File: src/dmg_pkg.sv
// dmg_pkg: register map, field positions, reset values and sizes for the
// demagnetization event generator.
// assumes: a single 50 MHz clock domain; used as dmg_pkg::name everywhere.
package dmg_pkg;
   // register offsets on the plain register port
   localparam logic [3:0] ADDR_CTRL = 4'h0;
   localparam logic [3:0] ADDR_STATUS = 4'h1;
   localparam logic [3:0] ADDR_MASK = 4'h2;
   localparam logic [3:0] ADDR_DTIME = 4'h3;
   localparam logic [3:0] ADDR_TIMER = 4'h4;
   // control register fields
   localparam int CTRL_HW_CAP_BIT = 0;
   localparam int CTRL_SIM_BIT = 1;
   localparam int CTRL_HALL_BIT = 2;
   localparam int CTRL_EDGE_BIT = 3;
   localparam int CTRL_FILT_LSB = 4;
   localparam int FILT_W = 3;
   // status / mask fields
   localparam int STAT_DEMAG_BIT = 0;
   // data widths
   localparam int DATA_W = 8;
   localparam int TIMER_W = 8;
   // reset values
   localparam logic [7:0] CTRL_RST = 8'h00;
   localparam logic [7:0] MASK_RST = 8'h00;
   localparam logic [7:0] DTIME_RST = 8'hff;
endpackage : dmg_pkg

File: src/dmg_filter.sv
// dmg_filter: counts consecutive qualifying samples of the selected sense
// input and fires once when one more than the programmed count is reached.
// assumes: sample input is already synchronised to clock_in.
`timescale 1ns/1ps
module dmg_filter (
   // clock and reset
   input wire logic clock_in,
   input wire logic srst_in,
   // control
   input wire logic arm_in,
   input wire logic [dmg_pkg::FILT_W-1:0] need_in,
   input wire logic qual_in,
   // result
   output logic hit_out
);
   logic [dmg_pkg::FILT_W:0] cnt_q;
   logic [dmg_pkg::FILT_W:0] cnt_d;
   wire [dmg_pkg::FILT_W:0] target = {1'b0, need_in} + 4'h1;

   // a run of qualifying samples resets on any miss
   always_comb begin
      cnt_d = cnt_q;
      if (!arm_in || !qual_in) begin
         cnt_d = '0;
      end else if (cnt_q != target) begin
         cnt_d = cnt_q + 4'h1;
      end
   end

   assign hit_out = arm_in && qual_in && (cnt_q + 4'h1 == target);

   // counter
   always_ff @(posedge clock_in) begin
      if (srst_in) begin
         cnt_q <= '0;
      end else begin
         cnt_q <= cnt_d;
      end
   end

   a_filter_run: assert property (
      @(posedge clock_in) disable iff (srst_in)
      hit_out |-> $past(qual_in) || need_in == 3'h0)
      else $error("filter fired without a run of samples");
endmodule : dmg_filter

File: src/dmg_event_gen.sv
// dmg_event_gen: demagnetization event generator with register port,
// sticky status, mask and level interrupt.
// assumes: rotor sense input is asynchronous; commutation pulse and step
// timer come from same-clock logic; software clears status by writing one.
`timescale 1ns/1ps
// Overview of operation
// - hardware event is an edge on the selected rotor sense input
// - filter requires one more than the programmed count of consecutive qualifying samples
// - with capture on, hardware event copies step timer into demag time
// - with simulation on, timer equal to demag time gives simulated event
// - with both sources on, the first one gives the only event
// - capture off, simulation on: simulated event masks until zero crossing
// - either event sets demag flag; interrupt only when mask bit set
// - after commutation with simulation on, demag time at or below timer fires at once
// - forced immediate event overwrites demag time with step timer
// - hall sensor mode disables demagnetization events and filters
module dmg_event_gen (
   // clock and reset
   input wire logic clock_in,
   input wire logic srst_in,
   // register port
   input wire logic [3:0] addr_in,
   input wire logic [7:0] wdata_in,
   input wire logic wr_in,
   input wire logic rd_in,
   output logic [7:0] rdata_out,
   // motor side
   input wire logic rotor_sense_input_in,
   input wire logic commutate_in,
   input wire logic [7:0] step_timer_in,
   // results
   output logic demag_event_out,
   output logic irq_out
);
   logic [7:0] ctrl_q;
   logic [7:0] mask_q;
   logic [7:0] dtime_q;
   logic [7:0] dtime_d;
   logic demag_flag_q;
   logic [7:0] rdata_q;
   logic irq_q;
   logic event_q;
   logic armed_q;
   logic check_q;
   logic s1_q, s2_q, s3_q;
   logic level_q;
   logic prev_q;
   logic hw_hit;

   // control decode
   wire hw_demag_capture_en = ctrl_q[dmg_pkg::CTRL_HW_CAP_BIT];
   wire sim_demag_en = ctrl_q[dmg_pkg::CTRL_SIM_BIT];
   wire hall_sensor_select = ctrl_q[dmg_pkg::CTRL_HALL_BIT];
   wire edge_rise = ctrl_q[dmg_pkg::CTRL_EDGE_BIT];
   wire [2:0] demag_count_filter =
      ctrl_q[dmg_pkg::CTRL_FILT_LSB +: dmg_pkg::FILT_W];
   wire demag_irq_mask = mask_q[dmg_pkg::STAT_DEMAG_BIT];

   // register strobes
   wire wr_ctrl = wr_in && addr_in == dmg_pkg::ADDR_CTRL;
   wire wr_stat = wr_in && addr_in == dmg_pkg::ADDR_STATUS;
   wire wr_mask = wr_in && addr_in == dmg_pkg::ADDR_MASK;
   wire wr_dtime = wr_in && addr_in == dmg_pkg::ADDR_DTIME;

   // demag logic works only outside hall sensor mode
   wire feature_on = !hall_sensor_select;
   wire live = feature_on && armed_q;

   // qualified sense: settled level differs from the level before commute
   wire sense_stable = (s2_q == s3_q);
   wire qual = sense_stable && (s3_q == edge_rise) &&
      (prev_q != edge_rise);

   dmg_filter u_filter (
      .clock_in(clock_in),
      .srst_in(srst_in),
      .arm_in(live),
      .need_in(demag_count_filter),
      .qual_in(qual),
      .hit_out(hw_hit)
   );

   // simulated sources: plain compare and the post-commute check
   wire sim_match = live && sim_demag_en &&
      step_timer_in == dtime_q;
   wire sim_force = check_q && feature_on && sim_demag_en &&
      dtime_q <= step_timer_in;
   // capture off with simulation on: the pin edge must not end the mask
   wire hw_src_on = hw_demag_capture_en || !sim_demag_en;
   wire hw_event = hw_hit && hw_src_on && !sim_match && !sim_force;
   // one merged event: first arrival wins, later ones see armed low
   wire demag_now = (hw_hit && hw_src_on) || sim_match ||
      sim_force;

   // demag time: capture, forced overwrite, else software write
   always_comb begin
      dtime_d = dtime_q;
      if (wr_dtime) begin
         dtime_d = wdata_in;
      end
      if (hw_event && hw_demag_capture_en) begin
         dtime_d = step_timer_in;
      end
      if (sim_force) begin
         dtime_d = step_timer_in;
      end
   end

   wire [7:0] rd_mux =
      addr_in == dmg_pkg::ADDR_CTRL ? ctrl_q :
      addr_in == dmg_pkg::ADDR_STATUS ? {7'h00, demag_flag_q} :
      addr_in == dmg_pkg::ADDR_MASK ? mask_q :
      addr_in == dmg_pkg::ADDR_DTIME ? dtime_q :
      addr_in == dmg_pkg::ADDR_TIMER ? step_timer_in : 8'h00;

   // set wins over a clear in the same cycle
   wire flag_d = demag_now ||
      (demag_flag_q && !(wr_stat && wdata_in[dmg_pkg::STAT_DEMAG_BIT]));

   // three-stage sync of the asynchronous sense pin
   always_ff @(posedge clock_in) begin
      if (srst_in) begin
         s1_q <= 1'b0;
         s2_q <= 1'b0;
         s3_q <= 1'b0;
         level_q <= 1'b0;
      end else begin
         s1_q <= rotor_sense_input_in;
         s2_q <= s1_q;
         s3_q <= s2_q;
         if (sense_stable) begin
            level_q <= s3_q;
         end
      end
   end

   // step sequencing: arm on commutation, disarm on the event
   always_ff @(posedge clock_in) begin
      if (srst_in) begin
         armed_q <= 1'b0;
         check_q <= 1'b0;
         prev_q <= 1'b0;
      end else begin
         check_q <= commutate_in;
         if (commutate_in) begin
            armed_q <= 1'b1;
            prev_q <= level_q;
         end else if (demag_now) begin
            armed_q <= 1'b0;
         end
      end
   end

   // registers
   always_ff @(posedge clock_in) begin
      if (srst_in) begin
         ctrl_q <= dmg_pkg::CTRL_RST;
         mask_q <= dmg_pkg::MASK_RST;
         dtime_q <= dmg_pkg::DTIME_RST;
      end else begin
         if (wr_ctrl) begin
            ctrl_q <= wdata_in;
         end
         if (wr_mask) begin
            mask_q <= {7'h00, wdata_in[dmg_pkg::STAT_DEMAG_BIT]};
         end
         dtime_q <= dtime_d;
      end
   end

   // status, interrupt, event and read data
   always_ff @(posedge clock_in) begin
      if (srst_in) begin
         demag_flag_q <= 1'b0;
         irq_q <= 1'b0;
         event_q <= 1'b0;
         rdata_q <= 8'h00;
      end else begin
         demag_flag_q <= flag_d;
         irq_q <= flag_d && demag_irq_mask;
         event_q <= demag_now;
         rdata_q <= rd_in ? rd_mux : 8'h00;
      end
   end

   assign rdata_out = rdata_q;
   assign irq_out = irq_q;
   assign demag_event_out = event_q;

   // checks on arming, sources, flag, interrupt and the register port

   // hall mode keeps the output quiet one cycle later
   a_hall_blocks: assert property (
      @(posedge clock_in) disable iff (srst_in)
      hall_sensor_select |=> !demag_event_out)
      else $error("event produced in hall sensor mode");

   // a pulse not right after a commute leaves nothing armed
   a_one_per_step: assert property (
      @(posedge clock_in) disable iff (srst_in)
      demag_event_out && !$past(commutate_in) |-> !demag_now)
      else $error("second event in one step");

   // every merged event shows as flag and pulse together
   a_flag_on_event: assert property (
      @(posedge clock_in) disable iff (srst_in)
      demag_now |=> demag_flag_q ##0 demag_event_out)
      else $error("event did not set flag");

   // the interrupt never rises past a cleared mask
   a_irq_masked: assert property (
      @(posedge clock_in) disable iff (srst_in)
      irq_out |-> demag_flag_q && $past(demag_irq_mask))
      else $error("interrupt without unmasked flag");

   // capture takes the timer of the event cycle
   a_capture_val: assert property (
      @(posedge clock_in) disable iff (srst_in)
      hw_event && hw_demag_capture_en |=> dtime_q == $past(step_timer_in))
      else $error("timer not captured");

   // a stale time fires at once and is refreshed from the timer
   a_force_fires: assert property (
      @(posedge clock_in) disable iff (srst_in)
      sim_force |=> demag_event_out && dtime_q == $past(step_timer_in))
      else $error("forced event missing");

   // an armed compare hit always reaches the output
   a_sim_match: assert property (
      @(posedge clock_in) disable iff (srst_in)
      live && sim_demag_en && step_timer_in == dtime_q |=> demag_event_out)
      else $error("compare did not fire");

   // nothing fires outside a step
   a_no_arm: assert property (
      @(posedge clock_in) disable iff (srst_in)
      !armed_q && !check_q |-> !demag_now)
      else $error("event while disarmed");

   // pure masking mode: only the simulated sources end the step
   a_hw_source: assert property (
      @(posedge clock_in) disable iff (srst_in)
      !hw_demag_capture_en && sim_demag_en && demag_now |->
      sim_match || sim_force)
      else $error("pin edge ended the masking interval");

   // the first event disarms, so a later source is dropped
   a_disarm_event: assert property (
      @(posedge clock_in) disable iff (srst_in)
      demag_now && !commutate_in |=> !armed_q)
      else $error("still armed after event");

   // a commute arms the step and schedules the stale check
   a_arm_commute: assert property (
      @(posedge clock_in) disable iff (srst_in)
      commutate_in |=> armed_q && check_q)
      else $error("commute did not arm");

   // the stale check looks only in the cycle after a commute
   a_check_once: assert property (
      @(posedge clock_in) disable iff (srst_in)
      check_q |-> $past(commutate_in))
      else $error("stale check outside commute cycle");

   // writing one clears the flag when no event competes
   a_flag_clear: assert property (
      @(posedge clock_in) disable iff (srst_in)
      wr_stat && wdata_in[dmg_pkg::STAT_DEMAG_BIT] && !demag_now |=>
      !demag_flag_q)
      else $error("flag not cleared");

   // the flag is sticky until software writes the status
   a_flag_sticky: assert property (
      @(posedge clock_in) disable iff (srst_in)
      demag_flag_q && !wr_stat |=> demag_flag_q)
      else $error("flag dropped by itself");

   // an event beats a clear in the same cycle
   a_set_wins: assert property (
      @(posedge clock_in) disable iff (srst_in)
      demag_now && wr_stat |=> demag_flag_q)
      else $error("clear beat event");

   // an unmasked standing flag keeps the interrupt up
   a_irq_follow: assert property (
      @(posedge clock_in) disable iff (srst_in)
      demag_flag_q && demag_irq_mask && !wr_stat |=> irq_out)
      else $error("interrupt missing");

   // no flag and no event means no interrupt
   a_irq_drop: assert property (
      @(posedge clock_in) disable iff (srst_in)
      !demag_flag_q && !demag_now |=> !irq_out)
      else $error("interrupt without flag");

   // a cleared mask silences the interrupt line
   a_mask_gates: assert property (
      @(posedge clock_in) disable iff (srst_in)
      !demag_irq_mask |=> !irq_out)
      else $error("interrupt while masked");

   // demag time only moves by write, capture or forced refresh
   a_dtime_hold: assert property (
      @(posedge clock_in) disable iff (srst_in)
      !hw_demag_capture_en && !sim_force && !wr_dtime |=> $stable(dtime_q))
      else $error("demag time changed unasked");

   // read data stand only after a read strobe
   a_rd_idle: assert property (
      @(posedge clock_in) disable iff (srst_in)
      !rd_in |=> rdata_out == 8'h00)
      else $error("read data without strobe");

   // status reads show the flag of the strobe cycle
   a_rd_status: assert property (
      @(posedge clock_in) disable iff (srst_in)
      rd_in && addr_in == dmg_pkg::ADDR_STATUS |=>
      rdata_out == {7'h00, $past(demag_flag_q)})
      else $error("status read wrong");

   // the output pulse always follows an internal event
   a_event_pulse: assert property (
      @(posedge clock_in) disable iff (srst_in)
      demag_event_out |-> $past(demag_now))
      else $error("pulse without event");

   // a filter hit needs a qualified sample inside a live step
   a_hw_qualified: assert property (
      @(posedge clock_in) disable iff (srst_in)
      hw_hit |-> qual && live)
      else $error("hit without qualified sample");

   // hall mode silences every source, not only the output
   a_hall_quiet: assert property (
      @(posedge clock_in) disable iff (srst_in)
      hall_sensor_select |-> !sim_force && !sim_match && !hw_hit)
      else $error("source active in hall mode");

   // control writes land whole in the next cycle
   a_ctrl_write: assert property (
      @(posedge clock_in) disable iff (srst_in)
      wr_ctrl |=> ctrl_q == $past(wdata_in))
      else $error("control write lost");

   // a plain demag time write lands when nothing overrides it
   a_dtime_write: assert property (
      @(posedge clock_in) disable iff (srst_in)
      wr_dtime && !sim_force && !hw_event |=> dtime_q == $past(wdata_in))
      else $error("demag time write lost");

   // unmapped addresses read as zero
   a_rd_unmapped: assert property (
      @(posedge clock_in) disable iff (srst_in)
      rd_in && addr_in > dmg_pkg::ADDR_TIMER |=> rdata_out == 8'h00)
      else $error("unmapped read not zero");

endmodule : dmg_event_gen

File: config.mk
export PLATFORM = sky130hd
export DESIGN_NAME = dmg_event_gen
export DESIGN_NICKNAME = d
export VERILOG_FILES = /design/src/dmg_pkg.sv /design/src/dmg_filter.sv /design/src/dmg_event_gen.sv
export SDC_FILE = /design/constraint.sdc
export NUM_CORES = 1
export LEC_CHECK = 0
export BUFFER_PORTS_ARGS = -buffer_cell sky130_fd_sc_hd__buf_2
export CAP_MARGIN = 20
export CORE_UTILIZATION = 45
export DETAILED_ROUTE_END_ITERATION = 10
export GPL_TIMING_DRIVEN = 0
export PLACE_DENSITY = 0.78
export SLEW_MARGIN = 20
export SYNTH_ARGS = -nofsm -noshare
export SYNTH_HDL_FRONTEND = slang
export SYNTH_HIERARCHICAL = 1
export SYNTH_SLANG_ARGS = --single-unit
export TNS_END_PERCENT = 30
File: constraint.sdc
create_clock -name clock_in -period 1.88 [get_ports clock_in]
set_input_delay 0.376 -clock clock_in [delete_from_list [all_inputs] [get_ports clock_in]]
set_output_delay 0.376 -clock clock_in [all_outputs]
set_load 0.03 [all_outputs]
# Word-level counts from Yosys, hierarchy flattened
# Index checks and enable logic that the tools add are counted.
op_classes:
  n_reduce_logical: 38
  n_lt_le_gt_ge: 1
  muxes: 10
  addsub: 2
  eq_ne: 10
  bitwise_logic: 1
op_table:
  columns: ["op", "count"]
  rows:
  - ["2-to-1 mux 8 bit", 8]
  - ["logical AND 1 bit", 21]
  - ["equality test 4 x 2 -> 1 bit (second input constant)", 2]
  - ["equality test 8 bit", 1]
  - ["<= comparator 8 bit", 1]
  - ["zero test 1 bit", 7]
  - ["logical OR 1 bit", 5]
  - ["adder 3 x 1 -> 4 bit (second input constant)", 1]
  - ["adder 4 x 1 -> 4 bit (second input constant)", 1]
  - ["equality test 4 x 1 -> 1 bit (second input constant)", 1]
  - ["equality test 4 x 3 -> 1 bit (second input constant)", 1]
  - ["equality test 4 bit", 1]
  - ["zero test 4 bit", 1]
  - ["inequality test 4 bit", 1]
  - ["OR reduction 2 bit", 2]
  - ["nonzero test 3 bit", 1]
  - ["equality test 1 bit", 2]
  - ["2-to-1 mux 1 bit", 2]
  - ["nonzero test 2 bit", 1]
  - ["inequality test 1 bit", 1]
  - ["NOT 1 bit", 1]
word_totals:
  reg_bits: 39
  wordCells: 77
  input_bits: 26
  output_inout_bits: 10

# Logic depth before layout (Yosys ltp)
# Gate-level depths: netlist of run 1.
depth:
  word_depth: 11
  mapped_depth: 9
  mapped_depth_nobuf: 9

# Modules after synthesis
# The synthesis of run 1 kept the hierarchy.
modules_own_cells:
  columns: ["mod", "instances", "area_each_um2", "cells_per_inst", "seq_area_each_um2"]
  rows:
  - ["dmg_event_gen", 1, 1785.5, 210, 700.7]
  - ["dmg_filter", 1, 345.3, 38, 80.1]

# Least setup slack after synthesis of run 1
# No wires, ideal clock.
synth_timing:
  path_kind: "register to register"
  from: "reg s3_q"
  to: "reg dtime_q[5]"
  n_path_buf: 1
  path_slack_ps: -186
  t_required_ps: 1756
  synth_period_minus_slack_ps: 2066
  stages_incl_launch_ff: 9
  setup_time_ps: 124
  arrival_ps: 1942
  cell_sequence: "dfxtp_1 -> or4b_2 -> o21ai_0 -> nand2_1 -> nor4_2 -> nand3_2 -> buf_6 -> a21oi_1 -> o21ai_2"
synth_via:
  elab_chain_cells: 11
  elab_cells_between_ends: 13
  cone_classes: "2 x eq/ne; 2 x mux; 9 x reduce/logical"
synth_lines:
  columns: ["item", "line_no", "rtl"]
  rows:
  - ["start, declared", "dmg_event_gen.sv:45", "logic s1_q, s2_q, s3_q;"]
  - ["start signal, assigned", "dmg_event_gen.sv:130", "s3_q <= s2_q;"]
  - ["equality test 1 bit, on equally long branches", "dmg_event_gen.sv:70, dmg_event_gen.sv:71", null]
  - ["logical AND 1 bit * (2 in a row)", "dmg_event_gen.sv:71", "wire qual = sense_stable && (s3_q == edge_rise) &&"]
  - ["named net qual", "dmg_event_gen.sv:71", null]
  - ["logical AND 1 bit * (2 in a row)", "dmg_filter.sv:30", "assign hit_out = arm_in && qual_in && (cnt_q + 4'h1 == target);"]
  - ["named net hw_hit", "dmg_event_gen.sv:48", "logic hw_hit;"]
  - ["logical AND 1 bit * (3 in a row)", "dmg_event_gen.sv:90", "wire hw_event = hw_hit && hw_src_on && !sim_match && !sim_force;"]
  - ["logical AND 1 bit *", "dmg_event_gen.sv:101", "if (hw_event && hw_demag_capture_en) begin"]
  - ["2-to-1 mux 8 bit", "dmg_event_gen.sv:101", null]
  - ["2-to-1 mux 8 bit", "dmg_event_gen.sv:104", "if (sim_force) begin"]
  - ["end signal, assigned", "dmg_event_gen.sv:159", "dtime_q <= dmg_pkg::DTIME_RST;"]
  - ["end signal, assigned", "dmg_event_gen.sv:167", "dtime_q <= dtime_d;"]
  - ["end, declared", "dmg_event_gen.sv:37", "logic [7:0] dtime_q;"]
# The timed path passes the listed nets; every way through them passes the cells marked *.
# A chain may end at the register's enable or synchronous reset.

# Worst setup path after layout of run 1
layout_timing:
  from: "reg dtime_q[3]"
  to: "reg dtime_q[4]"
layout_via:
  elab_chain_cells: 8
  elab_cells_between_ends: 12
  cone_classes: "1 x order compare; 1 x eq/ne; 2 x mux; 8 x reduce/logical"
layout_lines:
  columns: ["item"]
  rows:
  - ["parallel branches: the longest is 8 deep, another holds <= comparator 8 bit"]
# Parallel ways; which one is timed is not known.

==> impl_metrics.ini, run 1 <==
[timing]
rsz0062_at_grt = true
fin_skew_ns = 0.00805
finalSetupViolations = 12
fin_ws_ns = -0.179
finalCritPeriodShare_pct = 110
worst_slew_pin_slew_ns = 0.971
max_freq_mhz = 486
hold_viol = 0
tns_ns = -1.54
period_needed_ns = 2.06
slew_headroom_pct = 35.1
slew_violations = 0

[layout]
fillers = 379
area_delta_synth_final_pct = 27.9
n_antenna_cell = 0
fin_util_pct = 61.3
regArea_sq_um = 795
drive_gt1_share_pct = 34.2
nets = 336
multiInputGateArea_sq_um = 1370

[route]
via_count = 1972
wl_met1_microns = 2430
dr.pass1.iters = 6
drt_iter0_markers = 131
vias_per_cell = 5.59
postRouteAntennaNets = 0
wl_met3_microns = 254
route.detailed.drc = 0
wire_per_inst_microns = 15.2
highest_layer = met4
dr_wl_met2_microns = 2520
wirelength_microns = 5370

[power_and_ir_drop]
intPower_mw = 1.30
power_frac_clock_pct = 40.8
power_switching_mw = 0.435
powerDensity_nw_per_um2 = 638
seqPwrFrac_pct = 48.7
p_sw_share_pct = 25.1
totalPowerFinal_mw = 1.74
ir_drop_mv = 0.572
p_leak_nw = 1.15
comb_power_share_pct = 10.5

[synth]
synth_seq_area_share_pct = 36.6
async_flop_share_pct = 0
synth_top_area_share_pct = 36.6
synth.most_common_cell = dfxtp_1
ys_top_cells_by_area = dfxtp_1 (37%), a21oi_1 (7.3%), ha_1 (5.9%), mux2i_1 (5.6%), nand2_1 (4.6%)
yosysUniqueCellTypes = 46
synth_area_leader_cell = dfxtp_1
synth_commonest_cells = dfxtp_1 (39), a21oi_1 (31), nand2_1 (26)
syn_inst = 248
synthFlopType = dfxtp_1
syn-num-nets = 284
ys_ff_latch = 39
syn_area_sq_um = 2130
synth_warnings = 6
synth-edff-count = 0
postSynthAreaPerCell_sq_um = 8.59

[clock_network]
cts_made_buffers = 5
cts_tree = yes
clock_sink_count = 39
insertion_delay_ns = 0.30
clk_pin_slew_worst_paths_ns = 0.08
cts.path.max_buffers = 2
cts_root_buffer = clkbuf_8
h-tree-depth = 2

[critical_path]
critical_path_class = flop to flop
path_max_fanout = 6
critical_path_arrival_ns = 2.29
cp-start-kind = flop
cp.required_ns = 2.11
crit_path_end_kind = flop
r2r_setup_slack_ns = -0.18

[status]
violations = negative setup slack
status = finished with violations

[global_routing]
grt_max_degree = 14
antenna_found_initial = 0
grt_pass1_wl_microns = 8530
grtUsageTotal_pct = 21.9
grt_pass1_vias = 1865
overflow = 0

[worst_hold_path]
hp-class = input pin to flop

[floorplan]
io_pins = 36
core_area_sq_um = 4440
num_rows = 24
initial_core_util_pct = 47.9
die_y_microns = 70.8
die-width_microns = 70.8
dieArea_sq_um = 5010

[place]
port_buffers = 33
hpwl_microns = 3590
gp_congestion = 0.862

[job]
max_cap_violations = 0
logic make-up after synthesis:
logic type                 after synthesis  share of synthesized area (%)
and+or+nand+nor                         94                           24.4
AOI/OAI and AO/OA                       62                           17.9
DFF                                     39                           36.6
buffers and inverters                   22                           4.76
muxes                                   13                           6.17
adders and majority gates               10                           5.87
xor gates and xnor gates                 8                           4.35
path summary, 6_finish.rpt:
kind,startpoint,to,cells after the start
worst max-delay path,dtime_q[3],dtime_q[4],8
worst min-delay path,rotor_sense_input_in,s1_q,2
worst max register to register,dtime_q[3],dtime_q[4],8
worst min register to register,s1_q,s2_q,1
critical path, stage by stage, from the launching register on:
cell and delay, ns:
dfxtp_1 0.34, ha_1 0.30, nand2_1 0.11, o21bai_1 0.20
a21oi_1 0.22, a2bb2oi_2 0.32, clkbuf_4 0.30, a21oi_2 0.08
o21ai_2 0.13
timing repair:
item	in CTS	in global routing
hold buffers	0	0
gates resized for setup	17	12
setup endpoints to repair	12	12
endpoints found under the hold margin	0	0
setup buffers	9	1
cloned	1	1
pin swaps	11	7
cell usage in the layout (no fill, tap or decap), types with 3 or more instances in the layout:
cell       n
a21oi_2    6
and3_1     3
clkbuf_8   5
a21oi_4    3
dfxtp_2    5
dfxtp_1   32
clkbuf_1   4
buf_2     36
o21ai_1    4
and3_4     4
ha_1       9
nor2_1    24
a22oi_1    7
o21ai_2    6
xnor2_1    3
nor2b_1    6
nand3_1   11
inv_1     13
nand4_1    3
mux2i_1   12
buf_4      9
nand2_1   25
a21oi_1   23
o21ai_0    3
area by class of cell:
class | instances | share of cell area, %
Buffer | 9 | 2.07
Timing Repair Buffer | 45 | 10.2
Inverter | 13 | 1.79
Multi-Input combinational cell | 187 | 50.2
Tap cell | 52 | 2.39
Clock buffer | 5 | 2.53
Sequential cell | 39 | 29.2
Clock inverter | 3 | 1.61
metal layers:
metal	global-route usage, %	vias up
met5	0	-
met4	12.2	0
met3	3.85	17
met2	35.4	68
met1	27.9	910
li1	-	977
state kept, by name, indices dropped and copies added, names as in the netlist:
register and cells:
armed_q 1, check_q 1, ctrl_q 8, demag_event_out 1
demag_flag_q 1, dtime_q 8, irq_out 1, level_q 1
mask_q 1, prev_q 1, rdata_out 8, s1_q 1
s2_q 1, s3_q 1, u_filter/cnt_q 4
per-stage QoR:
stage	worst slack (ns)	hold slack (ns)	cells	cell area (sq um)
floorplan	0.000134	0.414	248	2160
global placement	-0.334	0.419	333	2390
detailed placement	-0.349	0.440	333	2390
CTS	-0.137	0.283	351	2660
global route	-0.300	0.315	353	2730
finish	-0.179	0.289	353	2730
power groups by stage:
stage	clock, mW	sequential [mW]	combinational [mW]
6_report	0.709	0.847	0.182
5_1_grt	0.750	0.849	0.198
4_1_cts	0.718	0.848	0.174
3_5_place_dp	0	0.868	0.169
3_3_place_gp	0	0.867	0.166
2_1_floorplan	0	0.871	0.100
No activity file was read; power rests on OpenSTA's default activity.
==> run 2, diff against run 1 <==
Settings changed: CORE_MARGIN from default to 2.
==> run 2 against run 1 <==
The run still ends with negative setup slack left. Die area is 5.7% higher. Clock skew is 0.0040 ns lower. Non-clock buffer count is 2 lower. Via count is 2.1% higher. Combinational power hardly changed. Utilization is 2.4 points lower. Sequential share of layout area hardly changed. Hold slack worse by 0.0085 ns. Count of clock-buffer cells in the layout is 1 higher. Flip-flop and latch count stayed put. Fmax is 1.3% higher.
==> impl_metrics.ini, run 2 (synthesis results as in run 1) <==
[status]
status = finished with violations
violations = negative setup slack

[critical_path]
critical_path_class = flop to flop
critical_path_arrival_ns = 2.28
path_max_fanout = 4
path_buf_inv = 1
cp.required_ns = 2.13
r2r_setup_slack_ns = -0.15
cp_slowest_cell = dfxtp_4
cp_top_family = compound AO/OA/AOI/OAI gates
rr_endpoint = armed_q
worstRegToRegCells = 10
crit_path_max_incr_delay_ns = 0.38
worst_path_most_repeated_cell = xnor2_2
timing.critical_path.cells = ha_4 > xor2_4 > xnor2_2 > xnor2_2 > nor4_4 > buf_4 > o21ai_1 > o211ai_1 > a21oi_2 > a31o_1
timing.rr.start = ctrl_q[4]
crit_path_end_kind = flop
cp-start-kind = flop

[layout]
mostFrequentLayoutCell = buf_2
fin_util_pct = 58.9
nets = 334
n_antenna_cell = 0
area_delta_synth_final_pct = 28.0
fillers = 404
layout_common_cells = buf_2 (36), dfxtp_1 (33), nand2_1 (25), nor2_1 (24), a21oi_1 (23)
drive_gt1_share_pct = 32.8
final_cells = 353

[route]
route.detailed.drc = 0
wire_per_inst_microns = 15.6
dr.pass1.iters = 5
wirelength_microns = 5500
drt_iter0_markers = 200
vias_per_cell = 5.71
via_count = 2014
postRouteAntennaNets = 0

[global_routing]
grt_pass1_vias = 1917
overflow = 0
grtUsageTotal_pct = 22.1
antenna_found_initial = 0
grt_pass1_wl_microns = 8930
grt_max_degree = 13

[timing]
holdWs_ns = 0.280
worst_slew_pin_slew_ns = 0.920
slew_violations = 0
slew_headroom_pct = 38.5
finalSetupViolations = 12
fin_ws_ns = -0.154
rsz0062_at_grt = true
period_needed_ns = 2.03
hold_viol = 0
max_freq_mhz = 492
fin_skew_ns = 0.00402
finalCritPeriodShare_pct = 108

[clock_network]
insertion_delay_ns = 0.30
cts_made_buffers = 5
cts_tree = yes
cts_root_buffer = clkbuf_8
ctsHoldBuffers = 0
cts.path.max_buffers = 2
clk_pin_slew_worst_paths_ns = 0.08
clock_sink_count = 39
h-tree-depth = 2

[floorplan]
dieArea_sq_um = 5300
core_area_sq_um = 4630
io_pins = 36
initial_core_util_pct = 46.0
die_y_microns = 72.8
num_rows = 25
die-width_microns = 72.8

[place]
post-place-ws_ns = -0.387
gp_congestion = 0.875
hpwl_microns = 3680
port_buffers = 33
placed_cells = 335

[worst_hold_path]
hp-class = input pin to flop
hp-start = rotor_sense_input_in
min_path_cells = 2
hold_path_end = s1_q

[power_and_ir_drop]
powerDensity_nw_per_um2 = 646
p_leak_nw = 1.16
ir_drop_mv = 0.511

[job]
max_cap_violations = 0
## run 2: cell count changes in the layout (fill, tap and decap cells not counted), moves of 2 or more
cell / before / now
and3_4: 4 / 2
dfxtp_2: 5 / 3
o21ai_2: 6 / 3
a21oi_4: 3 / 1
a21oi_2: 6 / 8
o21ai_1: 4 / 7
and3_1: 3 / 5
## run 2: worst max-delay path by stage
stage	startpoint	end	depth (start not counted)
after global placement	ctrl_q[4]	dtime_q[5]	9
final	ctrl_q[4]	armed_q	10
after CTS	ctrl_q[4]	dtime_q[5]	10
after global routing	dtime_q[3]	dtime_q[6]	8
after detailed placement	ctrl_q[4]	dtime_q[5]	9
after floorplan	ctrl_q[4]	dtime_q[5]	9
## run 2: report_power, final
| part | total, mW | leakage [nW] | switching, mW | internal (mW) |
|---|---|---|---|---|
| logic | 0.180 | 0.778 | 0.110 | 0.0699 |
| clock network | 0.736 | 0.0612 | 0.307 | 0.429 |
| registers | 0.846 | 0.320 | 0.0105 | 0.835 |
## run 2: worst register-to-register path, cell delays in order, from the launching register on
cell and delay (ns):
dfxtp_4 0.38, ha_4 0.18, xor2_4 0.16, xnor2_2 0.21, xnor2_2 0.17, nor4_4 0.05
buf_4 0.15, o21ai_1 0.09, o211ai_1 0.15, a21oi_2 0.25, a31o_1 0.18
## run 2: layout make-up
cell class	instances	area, sq um	area share, %
Multi-Input combinational cell	187	1380	50.5
Buffer	9	56.3	2.06
Inverter	13	48.8	1.79
Clock buffer	6	82.6	3.03
Timing Repair Buffer	43	264	9.68
Sequential cell	39	796	29.2
Tap cell	54	67.6	2.48
Clock inverter	2	35.0	1.28
## run 2: repair_timing
action                                  4_1_cts  5_1_grt
pin swaps                                     8        4
cloned                                        1        0
endpoints found under the setup margin       12       12
resized for setup                            20        7
buffers inserted                              7        2
## run 2: per-stage QoR
stage               total power, mW  cell area (sq um)  setup TNS, ns
global placement               1.03               2390          -3.23
detailed placement             1.04               2390          -3.85
floorplan                     0.971               2160              0
finish                         1.76               2730          -1.49
CTS                            1.76               2670          -1.00
global route                   1.83               2730          -2.78
## run 2: layer usage
metal	GRT usage [%]	wire length (microns)	share of wire, %
met1	27.1	2250	41
met2	37.3	2740	50
met3	7.46	438	8.0
met4	5.76	70	1.3
met5	0	0	0
